[src/hw/pcrc_pkg.sv]
package pcrc_pkg;
   // link-side widths
   localparam int NPF = 2;
   localparam int NVF = 4;

   // clock and timing
   localparam longint CLK_HZ        = 10_000_000;
   localparam int     FLR_LIMIT_MS  = 100;
   localparam int     FLR_LIMIT_CYC = int'((longint'(FLR_LIMIT_MS) * CLK_HZ) / 1000);
   localparam int     HOT_CYC       = 16;
   localparam int     POR_CYC       = 32;
   localparam int     WARM_CYC      = 16;
   localparam int     FLR_WORK_CYC  = 8;

   // register offsets (byte addresses)
   localparam logic [7:0] REG_CTRL   = 8'h00;
   localparam logic [7:0] REG_STATUS = 8'h04;
   localparam logic [7:0] REG_MASK   = 8'h08;
   localparam logic [7:0] REG_STATE  = 8'h0c;

   // status and mask bit positions
   localparam int EV_HOT      = 0;
   localparam int EV_FLR_PF   = 1;
   localparam int EV_FLR_VF   = 2;
   localparam int EV_CORE_PLL = 3;
   localparam int EV_XCVR_PLL = 4;
   localparam int EV_FLR_TMO  = 5;
   localparam int EV_TRAIN    = 6;
   localparam int EV_W        = 7;

   // ctrl bit positions, ctrl and mask reset values
   localparam int                 CTRL_TMO_EN = 0;
   localparam logic [1:0]         CTRL_RST    = 2'h1;
   localparam logic [EV_W-1:0]    MASK_RST    = 7'h00;

   // link state machine, one-hot
   typedef enum logic [3:0] {
      ST_HARD  = 4'h1,
      ST_TRAIN = 4'h2,
      ST_UP    = 4'h4,
      ST_HOT   = 4'h8
   } pcrc_state_e;
endpackage : pcrc_pkg

[src/hw/pcrc_if.sv]
interface pcrc_if;
   import pcrc_pkg::*;
   logic           sys_rst_n;         // fundamental reset, active low, async
   logic           user_reset;        // application reset, active high
   logic           hot_reset;         // in-band hot reset indication
   logic [NPF-1:0] pf_reset_pending;
   logic [NVF-1:0] vf_reset_pending;
   logic [NPF-1:0] pf_reset_complete;
   logic [NVF-1:0] vf_reset_complete;

   modport dev (
      input  sys_rst_n,
      input  pf_reset_complete,
      input  vf_reset_complete,
      output user_reset,
      output hot_reset,
      output pf_reset_pending,
      output vf_reset_pending
   );

   modport app (
      output sys_rst_n,
      output pf_reset_complete,
      output vf_reset_complete,
      input  user_reset,
      input  hot_reset,
      input  pf_reset_pending,
      input  vf_reset_pending
   );
endinterface : pcrc_if

[src/hw/pcrc_dev.sv]
// Operation
// - fundamental reset is async active low
// - fundamental reset hard-resets core and transceivers
// - after release, core trains link autonomously
// - cold and warm resets use fundamental reset
// - hot reset resets endpoint, raises indication
// - FLR sets matching pf/vf pending bit
// - application raises matching reset-complete bit
// - drop traffic of function under FLR silently
// - FLR must finish within 100 ms
// - user reset asserted with fundamental reset
// - user reset asserted on core PLL loss
// - user reset asserted on transceiver PLL loss
// - user reset released synchronously after all clear
// - without sideband, generate initial reset locally
//
// Added by the designer: the address map and the APB register port.
module pcrc_dev
   import pcrc_pkg::*;
#(
   parameter int P_FLR_LIMIT_CYC = FLR_LIMIT_CYC
)(
   input  wire logic        i_mclk,
   input  wire logic        i_rstn,
   pcrc_if.dev              lnk,
   input  wire logic        i_core_pll_lock,
   input  wire logic [3:0]  i_xcvr_pll_lock,
   input  wire logic        i_link_up,
   input  wire logic        i_hot_evt,
   input  wire logic        i_flr_evt,
   input  wire logic        i_flr_vf,
   input  wire logic [1:0]  i_flr_fn,
   input  wire logic        i_tlp_valid,
   input  wire logic        i_tlp_vf,
   input  wire logic [1:0]  i_tlp_fn,
   output logic             o_tlp_valid,
   output logic             o_tlp_drop,
   output logic             o_xcvr_rst,
   output logic             o_core_rst,
   output logic             o_link_train,
   input  wire logic        psel,
   input  wire logic        penable,
   input  wire logic        pwrite,
   input  wire logic [7:0]  paddr,
   input  wire logic [31:0] pwdata,
   output logic             o_pready,
   output logic [31:0]      o_prdata,
   output logic             o_pslverr,
   output logic             o_irq
);

   logic                  frst_meta_q;
   logic                  frst_q;
   logic                  urst_meta_q;
   logic                  urst_q;
   logic                  usr_ok_n;
   logic                  core_rst;
   pcrc_state_e           state_q;
   logic [4:0]            hot_cnt_q;
   logic [NPF-1:0]        pf_pend_q;
   logic [NVF-1:0]        vf_pend_q;
   logic [19:0]           flr_cnt_q;
   logic                  tmo_done_q;
   logic                  core_lock_q;
   logic                  xcvr_lock_q;
   logic [1:0]            ctrl_q;
   logic [EV_W-1:0]       status_q;
   logic [EV_W-1:0]       mask_q;
   logic [EV_W-1:0]       ev_set;
   logic [EV_W-1:0]       ev_clr;
   logic                  acc;
   logic                  wr_hit;

   // true when the addressed function has its reset pending
   function automatic logic fn_pending(input logic vf, input logic [1:0] fn,
                                       input logic [NPF-1:0] pf_p, input logic [NVF-1:0] vf_p);
      if (vf)
         fn_pending = vf_p[fn];
      else
         fn_pending = (fn < 2'(NPF)) ? pf_p[fn[0]] : 1'b0;
   endfunction : fn_pending

   // fundamental reset: async assert, sync release, feeds hard reset
   always_ff @(posedge i_mclk or negedge lnk.sys_rst_n)
   begin
      if (!lnk.sys_rst_n)
      begin
         frst_meta_q <= 1'b1;
         frst_q      <= 1'b1;
      end
      else
      begin
         frst_meta_q <= 1'b0;
         frst_q      <= frst_meta_q;
      end
   end

   // any fundamental reset, cold or warm, arrives the same way
   assign core_rst = frst_q | ~i_rstn;
   assign o_xcvr_rst = frst_q;

   // user reset conditions; a lock loss must not wait for a clock edge
   assign usr_ok_n = lnk.sys_rst_n & i_core_pll_lock & (&i_xcvr_pll_lock);

   // user reset: asserted asynchronously, released through two flops
   always_ff @(posedge i_mclk or negedge usr_ok_n)
   begin
      if (!usr_ok_n)
      begin
         urst_meta_q <= 1'b1;
         urst_q      <= 1'b1;
      end
      else if (!i_rstn)
      begin
         urst_meta_q <= 1'b1;
         urst_q      <= 1'b1;
      end
      else
      begin
         urst_meta_q <= 1'b0;
         urst_q      <= urst_meta_q;
      end
   end
   assign lnk.user_reset = urst_q;

   // link state: hard reset, training, up, in-band hot reset
   always_ff @(posedge i_mclk)
   begin
      if (core_rst)
      begin
         state_q   <= ST_HARD;
         hot_cnt_q <= '0;
      end
      else
      begin
         case (state_q)
            ST_HARD:  state_q <= ST_TRAIN;
            ST_TRAIN: if (i_link_up) state_q <= ST_UP;
            ST_UP:
            begin
               if (i_hot_evt)
               begin
                  state_q   <= ST_HOT;
                  hot_cnt_q <= '0;
               end
            end
            ST_HOT:
            begin
               if (hot_cnt_q == 5'(HOT_CYC - 1))
                  state_q <= ST_TRAIN;
               hot_cnt_q <= hot_cnt_q + 5'h01;
            end
            default:  state_q <= ST_HARD;
         endcase
      end
   end

   // registered link-side outputs derived from state
   always_ff @(posedge i_mclk)
   begin
      if (core_rst)
      begin
         o_core_rst     <= 1'b1;
         o_link_train   <= 1'b0;
         lnk.hot_reset  <= 1'b0;
      end
      else
      begin
         o_core_rst     <= (state_q == ST_HARD) || (state_q == ST_HOT);
         o_link_train   <= (state_q == ST_TRAIN);
         lnk.hot_reset  <= (state_q == ST_HOT);
      end
   end

   // per-function pending bits; a new FLR wins over a completion
   always_ff @(posedge i_mclk)
   begin
      if (core_rst || state_q == ST_HOT)
      begin
         pf_pend_q <= '0;
         vf_pend_q <= '0;
      end
      else
      begin
         pf_pend_q <= pf_pend_q & ~lnk.pf_reset_complete;
         vf_pend_q <= vf_pend_q & ~lnk.vf_reset_complete;
         if (i_flr_evt && !i_flr_vf && i_flr_fn < 2'(NPF))
            pf_pend_q[i_flr_fn[0]] <= 1'b1;
         if (i_flr_evt && i_flr_vf)
            vf_pend_q[i_flr_fn] <= 1'b1;
      end
   end
   assign lnk.pf_reset_pending = pf_pend_q;
   assign lnk.vf_reset_pending = vf_pend_q;

   // traffic to a function under reset vanishes, no error raised
   always_ff @(posedge i_mclk)
   begin
      if (core_rst)
      begin
         o_tlp_valid <= 1'b0;
         o_tlp_drop  <= 1'b0;
      end
      else
      begin
         o_tlp_valid <= i_tlp_valid & ~fn_pending(i_tlp_vf, i_tlp_fn, pf_pend_q, vf_pend_q);
         o_tlp_drop  <= i_tlp_valid & fn_pending(i_tlp_vf, i_tlp_fn, pf_pend_q, vf_pend_q);
      end
   end

   // watchdog over outstanding FLRs; one timer shared, restarts when idle
   always_ff @(posedge i_mclk)
   begin
      if (core_rst || ((pf_pend_q == '0) && (vf_pend_q == '0)))
      begin
         flr_cnt_q  <= '0;
         tmo_done_q <= 1'b0;
      end
      else if (flr_cnt_q == 20'(P_FLR_LIMIT_CYC - 1))
         tmo_done_q <= 1'b1;
      else
         flr_cnt_q <= flr_cnt_q + 20'h00001;
   end

   // lock history for loss edges
   always_ff @(posedge i_mclk)
   begin
      if (!i_rstn)
      begin
         core_lock_q <= 1'b0;
         xcvr_lock_q <= 1'b0;
      end
      else
      begin
         core_lock_q <= i_core_pll_lock;
         xcvr_lock_q <= &i_xcvr_pll_lock;
      end
   end

   // event sources for the sticky status bits
   always_comb
   begin
      ev_set              = '0;
      ev_set[EV_HOT]      = (state_q == ST_UP) & i_hot_evt & ~core_rst;
      ev_set[EV_FLR_PF]   = i_flr_evt & ~i_flr_vf & ~core_rst;
      ev_set[EV_FLR_VF]   = i_flr_evt & i_flr_vf & ~core_rst;
      ev_set[EV_CORE_PLL] = core_lock_q & ~i_core_pll_lock;
      ev_set[EV_XCVR_PLL] = xcvr_lock_q & ~(&i_xcvr_pll_lock);
      ev_set[EV_FLR_TMO]  = ctrl_q[CTRL_TMO_EN] & ~tmo_done_q & ~core_rst
                            & (flr_cnt_q == 20'(P_FLR_LIMIT_CYC - 1));
      ev_set[EV_TRAIN]    = (state_q == ST_HARD) & ~core_rst;
   end

   // apb: access completes on the second access-phase edge
   assign acc    = psel & penable;
   assign wr_hit = acc & o_pready & pwrite;
   assign ev_clr = (wr_hit && paddr == REG_STATUS) ? pwdata[EV_W-1:0] : '0;

   always_ff @(posedge i_mclk)
   begin
      if (!i_rstn)
      begin
         o_pready  <= 1'b0;
         o_prdata  <= '0;
         o_pslverr <= 1'b0;
      end
      else
      begin
         o_pready  <= acc & ~o_pready;
         o_pslverr <= 1'b0;
         o_prdata  <= '0;
         if (acc && !o_pready)
         begin
            if (paddr == REG_CTRL)
               o_prdata <= {30'h0, ctrl_q};
            else if (paddr == REG_STATUS)
               o_prdata <= {25'h0, status_q};
            else if (paddr == REG_MASK)
               o_prdata <= {25'h0, mask_q};
            else if (paddr == REG_STATE)
               o_prdata <= {16'h0, vf_pend_q, pf_pend_q, 3'h0, urst_q, frst_q, 1'b0, state_q};
            else
               o_pslverr <= 1'b1;
            if (pwrite)
               o_prdata <= '0;
         end
      end
   end

   // writable registers, updated at the completing edge
   always_ff @(posedge i_mclk)
   begin
      if (!i_rstn)
      begin
         ctrl_q <= CTRL_RST;
         mask_q <= MASK_RST;
      end
      else if (wr_hit && paddr == REG_CTRL)
         ctrl_q <= pwdata[1:0];
      else if (wr_hit && paddr == REG_MASK)
         mask_q <= pwdata[EV_W-1:0];
   end

   // sticky status: set beats a simultaneous write-one clear
   always_ff @(posedge i_mclk)
   begin
      if (!i_rstn)
         status_q <= '0;
      else
         status_q <= (status_q & ~ev_clr) | ev_set;
   end

   // level interrupt while any unmasked bit is set
   always_ff @(posedge i_mclk)
   begin
      if (!i_rstn)
         o_irq <= 1'b0;
      else
         o_irq <= |(((status_q & ~ev_clr) | ev_set) & mask_q);
   end

endmodule : pcrc_dev

[src/flat_wrapper.sv]
// flat-port wrapper written by rule: the top's interface ports become plain ports
module pcrc_dev_flat import pcrc_pkg::*;
#(
   parameter int P_FLR_LIMIT_CYC = FLR_LIMIT_CYC
)
  (i_mclk, i_rstn, i_core_pll_lock, i_xcvr_pll_lock, i_link_up, i_hot_evt, i_flr_evt, i_flr_vf, i_flr_fn, i_tlp_valid, i_tlp_vf, i_tlp_fn, o_tlp_valid, o_tlp_drop, o_xcvr_rst, o_core_rst, o_link_train, psel, penable, pwrite, paddr, pwdata, o_pready, o_prdata, o_pslverr, o_irq, lnk_sys_rst_n, lnk_pf_reset_complete, lnk_vf_reset_complete, lnk_user_reset, lnk_hot_reset, lnk_pf_reset_pending, lnk_vf_reset_pending);
  pcrc_if lnk_i ();
  input  wire logic i_mclk;
  input  wire logic i_rstn;
  input  wire logic i_core_pll_lock;
  input  wire logic [3:0] i_xcvr_pll_lock;
  input  wire logic i_link_up;
  input  wire logic i_hot_evt;
  input  wire logic i_flr_evt;
  input  wire logic i_flr_vf;
  input  wire logic [1:0] i_flr_fn;
  input  wire logic i_tlp_valid;
  input  wire logic i_tlp_vf;
  input  wire logic [1:0] i_tlp_fn;
  output logic o_tlp_valid;
  output logic o_tlp_drop;
  output logic o_xcvr_rst;
  output logic o_core_rst;
  output logic o_link_train;
  input  wire logic psel;
  input  wire logic penable;
  input  wire logic pwrite;
  input  wire logic [7:0] paddr;
  input  wire logic [31:0] pwdata;
  output logic o_pready;
  output logic [31:0] o_prdata;
  output logic o_pslverr;
  output logic o_irq;
  input wire logic [$bits(lnk_i.sys_rst_n)-1:0] lnk_sys_rst_n;
  input wire logic [$bits(lnk_i.pf_reset_complete)-1:0] lnk_pf_reset_complete;
  input wire logic [$bits(lnk_i.vf_reset_complete)-1:0] lnk_vf_reset_complete;
  output wire logic [$bits(lnk_i.user_reset)-1:0] lnk_user_reset;
  output wire logic [$bits(lnk_i.hot_reset)-1:0] lnk_hot_reset;
  output wire logic [$bits(lnk_i.pf_reset_pending)-1:0] lnk_pf_reset_pending;
  output wire logic [$bits(lnk_i.vf_reset_pending)-1:0] lnk_vf_reset_pending;
  assign lnk_i.sys_rst_n = lnk_sys_rst_n;
  assign lnk_i.pf_reset_complete = lnk_pf_reset_complete;
  assign lnk_i.vf_reset_complete = lnk_vf_reset_complete;
  assign lnk_user_reset = lnk_i.user_reset;
  assign lnk_hot_reset = lnk_i.hot_reset;
  assign lnk_pf_reset_pending = lnk_i.pf_reset_pending;
  assign lnk_vf_reset_pending = lnk_i.vf_reset_pending;
  pcrc_dev #(.P_FLR_LIMIT_CYC(P_FLR_LIMIT_CYC)) u_core (.i_mclk(i_mclk), .i_rstn(i_rstn), .lnk(lnk_i), .i_core_pll_lock(i_core_pll_lock), .i_xcvr_pll_lock(i_xcvr_pll_lock), .i_link_up(i_link_up), .i_hot_evt(i_hot_evt), .i_flr_evt(i_flr_evt), .i_flr_vf(i_flr_vf), .i_flr_fn(i_flr_fn), .i_tlp_valid(i_tlp_valid), .i_tlp_vf(i_tlp_vf), .i_tlp_fn(i_tlp_fn), .o_tlp_valid(o_tlp_valid), .o_tlp_drop(o_tlp_drop), .o_xcvr_rst(o_xcvr_rst), .o_core_rst(o_core_rst), .o_link_train(o_link_train), .psel(psel), .penable(penable), .pwrite(pwrite), .paddr(paddr), .pwdata(pwdata), .o_pready(o_pready), .o_prdata(o_prdata), .o_pslverr(o_pslverr), .o_irq(o_irq));
endmodule
[config.mk]
export PLATFORM = sky130hd
export DESIGN_NAME = pcrc_dev_flat
export DESIGN_NICKNAME = d
export VERILOG_FILES = /design/src/hw/pcrc_pkg.sv /design/src/hw/pcrc_if.sv /design/src/hw/pcrc_dev.sv /design/src/flat_wrapper.sv
export SDC_FILE = /design/constraint.sdc
export NUM_CORES = 1
export LEC_CHECK = 0
export BUFFER_PORTS_ARGS = -buffer_cell sky130_fd_sc_hd__buf_4
export CAP_MARGIN = 25
export CORE_MARGIN = 3
export CORE_UTILIZATION = 40
export CTS_BUF_LIST = sky130_fd_sc_hd__clkbuf_2 sky130_fd_sc_hd__clkbuf_4 sky130_fd_sc_hd__clkbuf_8
export CTS_CLUSTER_SIZE = 25
export DETAILED_ROUTE_END_ITERATION = 8
export GPL_TIMING_DRIVEN = 0
export PLACE_DENSITY_LB_ADDON = 0.15
export SYNTH_ARGS = -nofsm -noshare
export SYNTH_HDL_FRONTEND = slang
export SYNTH_SLANG_ARGS = --single-unit
[constraint.sdc]
create_clock -name i_mclk -period 5.6 [get_ports i_mclk]
set_clock_uncertainty 0.1 [all_clocks]
set_input_delay 0.84 -clock i_mclk [delete_from_list [all_inputs] [get_ports i_mclk]]
set_output_delay 0.84 -clock i_mclk [all_outputs]
set_load 0.02 [all_outputs]
**Yosys cells after proc, flatten, opt, wreduce, memory -nomap -nowiden**

Index checks and enable logic that the tools add are counted.
W data, S select, Z words.

- Input port bits: 67
- Output and inout bits: 48
- Bits in registers: 98
- Word-level logic and storage cells: 147

- Add/subtract/negate cells: 2
- Reduce and logical (&&, ||, !) cells: 29
- Magnitude comparators: 8
- Equality and inequality tests: 12
- Muxes and demuxes: 27
- Bitwise gates (word level): 42

Operators with widths:

| operator | count |
|---|---|
| $mux W7 | 4 |
| $add A20 B1 Y20 const B | 1 |
| $and A1 B1 Y1 | 20 |
| $eq A20 B20 Y1 const B | 1 |
| $eq A8 B4 Y1 const B | 2 |
| $mux W4 | 4 |
| $pmux W4 S4 | 1 |
| $and A7 B7 Y7 | 2 |
| $reduce_or A7 Y1 | 2 |
| $mux W1 | 11 |
| $not A1 Y1 | 11 |
| $logic_and A1 B1 Y1 | 10 |
| $pmux W5 S2 | 1 |
| $eq A8 B3 Y1 const B | 1 |
| $logic_not A8 Y1 | 1 |
| $not A7 Y7 | 1 |
| $or A7 B7 Y7 | 1 |
| $lt A2 B3 Y1 const B | 2 |
| $reduce_or A6 Y1 | 1 |
| $add A5 B1 Y5 const B | 1 |
| $eq A5 B4 Y1 const B | 1 |
| $mux W5 | 1 |
| $reduce_or A5 Y1 | 1 |
| $and A4 B4 Y4 | 1 |
| other kinds (30) | 38 |

**Longest topological paths before layout**

- Word-level depth: 10
- Gate-level depth with buffers: 7

**Least setup slack after synthesis**

Ideal clock, no wire load.

- Path kind: input to register
- Start point: in paddr[5]
- End point: reg u_core.mask_q[6]
- Setup time: 0.117 ns
- Cell stages on the path: 7
- Arrival: 2.295 ns
- Setup slack: 3.087 ns
- Path through: or4_4 buf_6 nor4_4 and2b_1 buf_6 mux2i_1 nor2_1

- Word-level cells in the longest chain between the ends: 4
- Elaborated cells on any way between the ends: 6
- Those cells by class: eq/ne: 1; bitwise: 1; reduce/logical: 4

Ends and longest elaborated chain:

| item | line | RTL |
|---|---|---|
| start, declared | flat_wrapper.sv:28 | `input wire logic [7:0] paddr;` |
| $logic_not A8 Y1 | pcrc_dev.sv:298 | `else if (wr_hit && paddr == REG_CTRL)` |
| $logic_and A1 B1 Y1 | pcrc_dev.sv:298 |  |
| $not A1 Y1 (no source line) | -- |  |
| $reduce_and A2 Y1 (no source line) (*) | -- |  |
| end signal, assigned | pcrc_dev.sv:301 | `mask_q <= pwdata[EV_W-1:0];` |
| end, declared | pcrc_dev.sv:68 | `logic [EV_W-1:0] mask_q;` |

Every way passes the cells marked *; elsewhere a longest branch is shown, timed or not.
A chain may end at the register's enable or synchronous reset.

**Worst setup path after layout**

Same ends and word-level chain as after synthesis.

==> out/metrics.csv <==
stage,metric,value,unit
setup_path,startpoint types,primary input,
clocking,CTS tree,done,
synth,mux share of post-synthesis cell area,0.0377,
synth,largest family of logic cells by synthesized area,simple AND/OR/NAND/NOR gates,
place,PortBufs,70,
synth,post-synthesis async set-or-reset flop share,0.0506,
global_routing,vias in the first global route,2798,
clocking,clk root buf,clkbuf_8,
synth,ranking of synthesized cells by area,"dfxtp_1 42%, nor2_1 6.7%, buf_4 4.2%",
routing,drt total wl,8.27,mm
synth,Synth Register Bits,79,
place,gpl congestion,0.848,
synth,Compound-Gate Fraction of Synth Area,0.114,
timing,Fin Setup TNS,0,ns
synth,Post-Syn Area per Cell,9.03,µm²
setup_path,critical path arrival,2.65,ns
synth,"Seq/Total Area, Yosys",0.453,
clocking,clock transition at the registers of the reported paths,0.09,ns
routing,total number of vias,3048,
synth,fraction of the mapped netlist area in adder cells,0.0106,
cells_and_area,fillers,840,
synth,most frequent cells after synthesis,"75 x dfxtp_1, 63 x nor2_1, 27 x nand2_1",
setup_path,Crit Path Class,in2reg,
synth,most common cell in the netlist,dfxtp_1,
clocking,CTS resizes,0,
setup_path,crit-path max FO,8,
timing,PnR worst setup slack,3.10,ns
synth,"area leader, netlist",dfxtp_1,
synth,YS warnings,0,
global_routing,GRT Util Overall,0.168,
floorplan,Ports,115,
timing,Final Cycle Share,0.447,
floorplan,Initial Util,0.421,
global_routing,initial antenna violation count,0,
timing,RSZ-0062 raised after global routing,no,
synth,Synth cell types,60,
worst_hold_path,hold path cells,0,
cells_and_area,area grow syn2layout,26.3,%
pwr,maximum VDD drop,0.000128,V
clocking,hold buffer count at CTS,0,
clocking,CTS Buf Count,9,
floorplan,die area,10000,µm²
setup_path,Reg-to-Reg Start,u_core.flr_cnt_q[0],
worst_hold_path,hold crit path type,reg2reg,
cells_and_area,nets,563,
timing,fmax,399,MHz
synth,Yosys top cell area share,0.423,
clocking,worst-skew pair later-pin latency,0.35,ns
clocking,clock sink total,79,
floorplan,Die X-Extent,100,µm
timing,worst-margin pin slew,0.568,ns
clocking,clock tree buffer depth,2,
clocking,Max H-tree Level,3,
setup_path,RR Endpoint,u_core.flr_cnt_q[6],
clocking,post-CTS setup repair buffer count,0,
place,Place WS,2.73,ns
routing,1st-iter DRT viols,119,
global_routing,first-pass GRT wire length,13.4,mm
timing,# setup viols final,0,
synth,Mapped Cells,393,
floorplan,Site Rows,33,
routing,DRT antenna net count,0,
worst_hold_path,hold path endpoint,u_core.o_xcvr_rst,
timing,Final Max Slew Viols,0,
floorplan,Core Box Area,8420,µm²
routing,DR WL/cell,13.7,µm
place,HPWL after DPL,6.09,mm
setup_path,r2r setup slk,3.43,ns
timing,fin crit period,2.50,ns
cells_and_area,layout cells sized above 1,0.253,
worst_hold_path,worst hold start,u_core.frst_meta_q,
outcome,status,completed,
synth,Post-Synth Simple-Gate Area,0.277,
timing,final hold viol count,0,
routing,First-pass DRT Iterations,4,
routing,DRC Markers,0,
synth,post-synthesis cell area,3550,µm²
setup_path,FF-to-FF path depth,6,
cells_and_area,Ant. Diodes,0,
pwr,PwrDens,245,nW/µm²
run,max-cap violation count,0,
synth,Post-synth EDFFs,0,
synth,Main synth FF type,dfxtp_1,
synth,post-synthesis xor/xnor area fraction,0.0346,
timing,Rel. slew slack,0.620,
setup_path,crit end category,flip-flop,
global_routing,total grt overflow,0,
pwr,Pleak,1.84,nW
global_routing,largest net degree at the start of global routing,16,
setup_path,CP required,5.75,ns
routing,Vias per Instance,5.05,
floorplan,Die Ht,100,µm
layer usage:
layer / track usage / vias to the layer above / wire length [µm]
met5: 0 / - / 0
met4: 0.0653 / 0 / 125
met3: 0.0361 / 11 / 417
met2: 0.276 / 85 / 3900
met1: 0.217 / 1414 / 3830
li1: - / 1538 / -
critical path: stages:
cell and delay [ns]:
buf_4 0.11, or4_4 0.52, buf_6 0.16, nor4_4 0.41, and2b_1 0.22, buf_6 0.15
mux2i_1 0.19, nor2_1 0.05
kinds of logic (layout without fill, tap and decap cells):
group | after synthesis | in the layout
simple gates | 179 | 179
flops | 79 | 79
compound gates | 62 | 62
buf+inv | 43 | 129
xor+xnor | 14 | 14
mux | 12 | 12
fa+ha+maj | 3 | 3
other cells | 1 | 20
worst max-delay path by stage:
stage	startpoint	to	slack (ns)	cells after the start
after global routing	paddr[5]	u_core.o_irq	3.00	7
after detailed placement	paddr[5]	u_core.mask_q[6]	2.73	8
final	paddr[5]	u_core.mask_q[6]	3.10	8
after floorplan	paddr[5]	u_core.mask_q[6]	3.09	7
after CTS	paddr[5]	u_core.mask_q[6]	3.12	8
after global placement	paddr[5]	u_core.mask_q[6]	2.75	8
stage by stage:
step / instance area [µm²] / power (W) / instances / utilization / hold slack [ns]
6_report: 4480 / 0.00110 / 603 / 0.532 / 0.260
3_5_place_dp: 4280 / 0.000677 / 587 / 0.508 / 0.247
4_1_cts: 4480 / 0.00111 / 603 / 0.532 / 0.261
2_1_floorplan: 3620 / 0.000636 / 412 / - / 0.245
5_1_grt: 4480 / 0.00114 / 603 / 0.532 / 0.265
3_3_place_gp: 4280 / 0.000675 / 587 / 0.508 / 0.246
state kept, by name (all words and copies together), names as in the netlist, 2 cells and up:
signal,count
u_core.flr_cnt_q,20
u_core.o_prdata,13
u_core.mask_q,7
u_core.status_q,7
u_core.hot_cnt_q,5
u_core.lnk.vf_reset_pending,4
u_core.state_q,4
u_core.ctrl_q,2
u_core.lnk.pf_reset_pending,2
cell type report:
class | instances | area (µm²) | area share
sequential | 79 | 1610 | 0.359
clock buffer | 9 | 124 | 0.0277
buffer | 32 | 218 | 0.0486
inverter | 11 | 41.3 | 0.00922
clock inverter | 7 | 80.1 | 0.0179
multi-input combinational | 290 | 1750 | 0.391
timing repair buffer | 70 | 526 | 0.117
tap | 105 | 131 | 0.0293
report_power, final:
| group | total, W | switching, W | internal [W] | leakage, nW |
|---|---|---|---|---|
| Clock | 0.000435 | 0.000225 | 0.000210 | 0.0964 |
| Combinational | 0.0000902 | 0.0000477 | 0.0000426 | 1.10 |
| Sequential | 0.000574 | 0.00000444 | 0.000569 | 0.648 |
| Total | 0.00110 | 0.000277 | 0.000822 | 1.84 |
cells in the final DEF (no fill, tap or decap), types with 10 or more instances in the layout:
cell,count
a21oi_1,23
mux2i_1,10
nand3_1,10
dfxtp_1,75
nor2b_1,11
conb_1,20
buf_4,90
nand2_1,27
nor2_1,63
inv_1,10
o21ai_0,10
(Power assumes the default switching activity.)
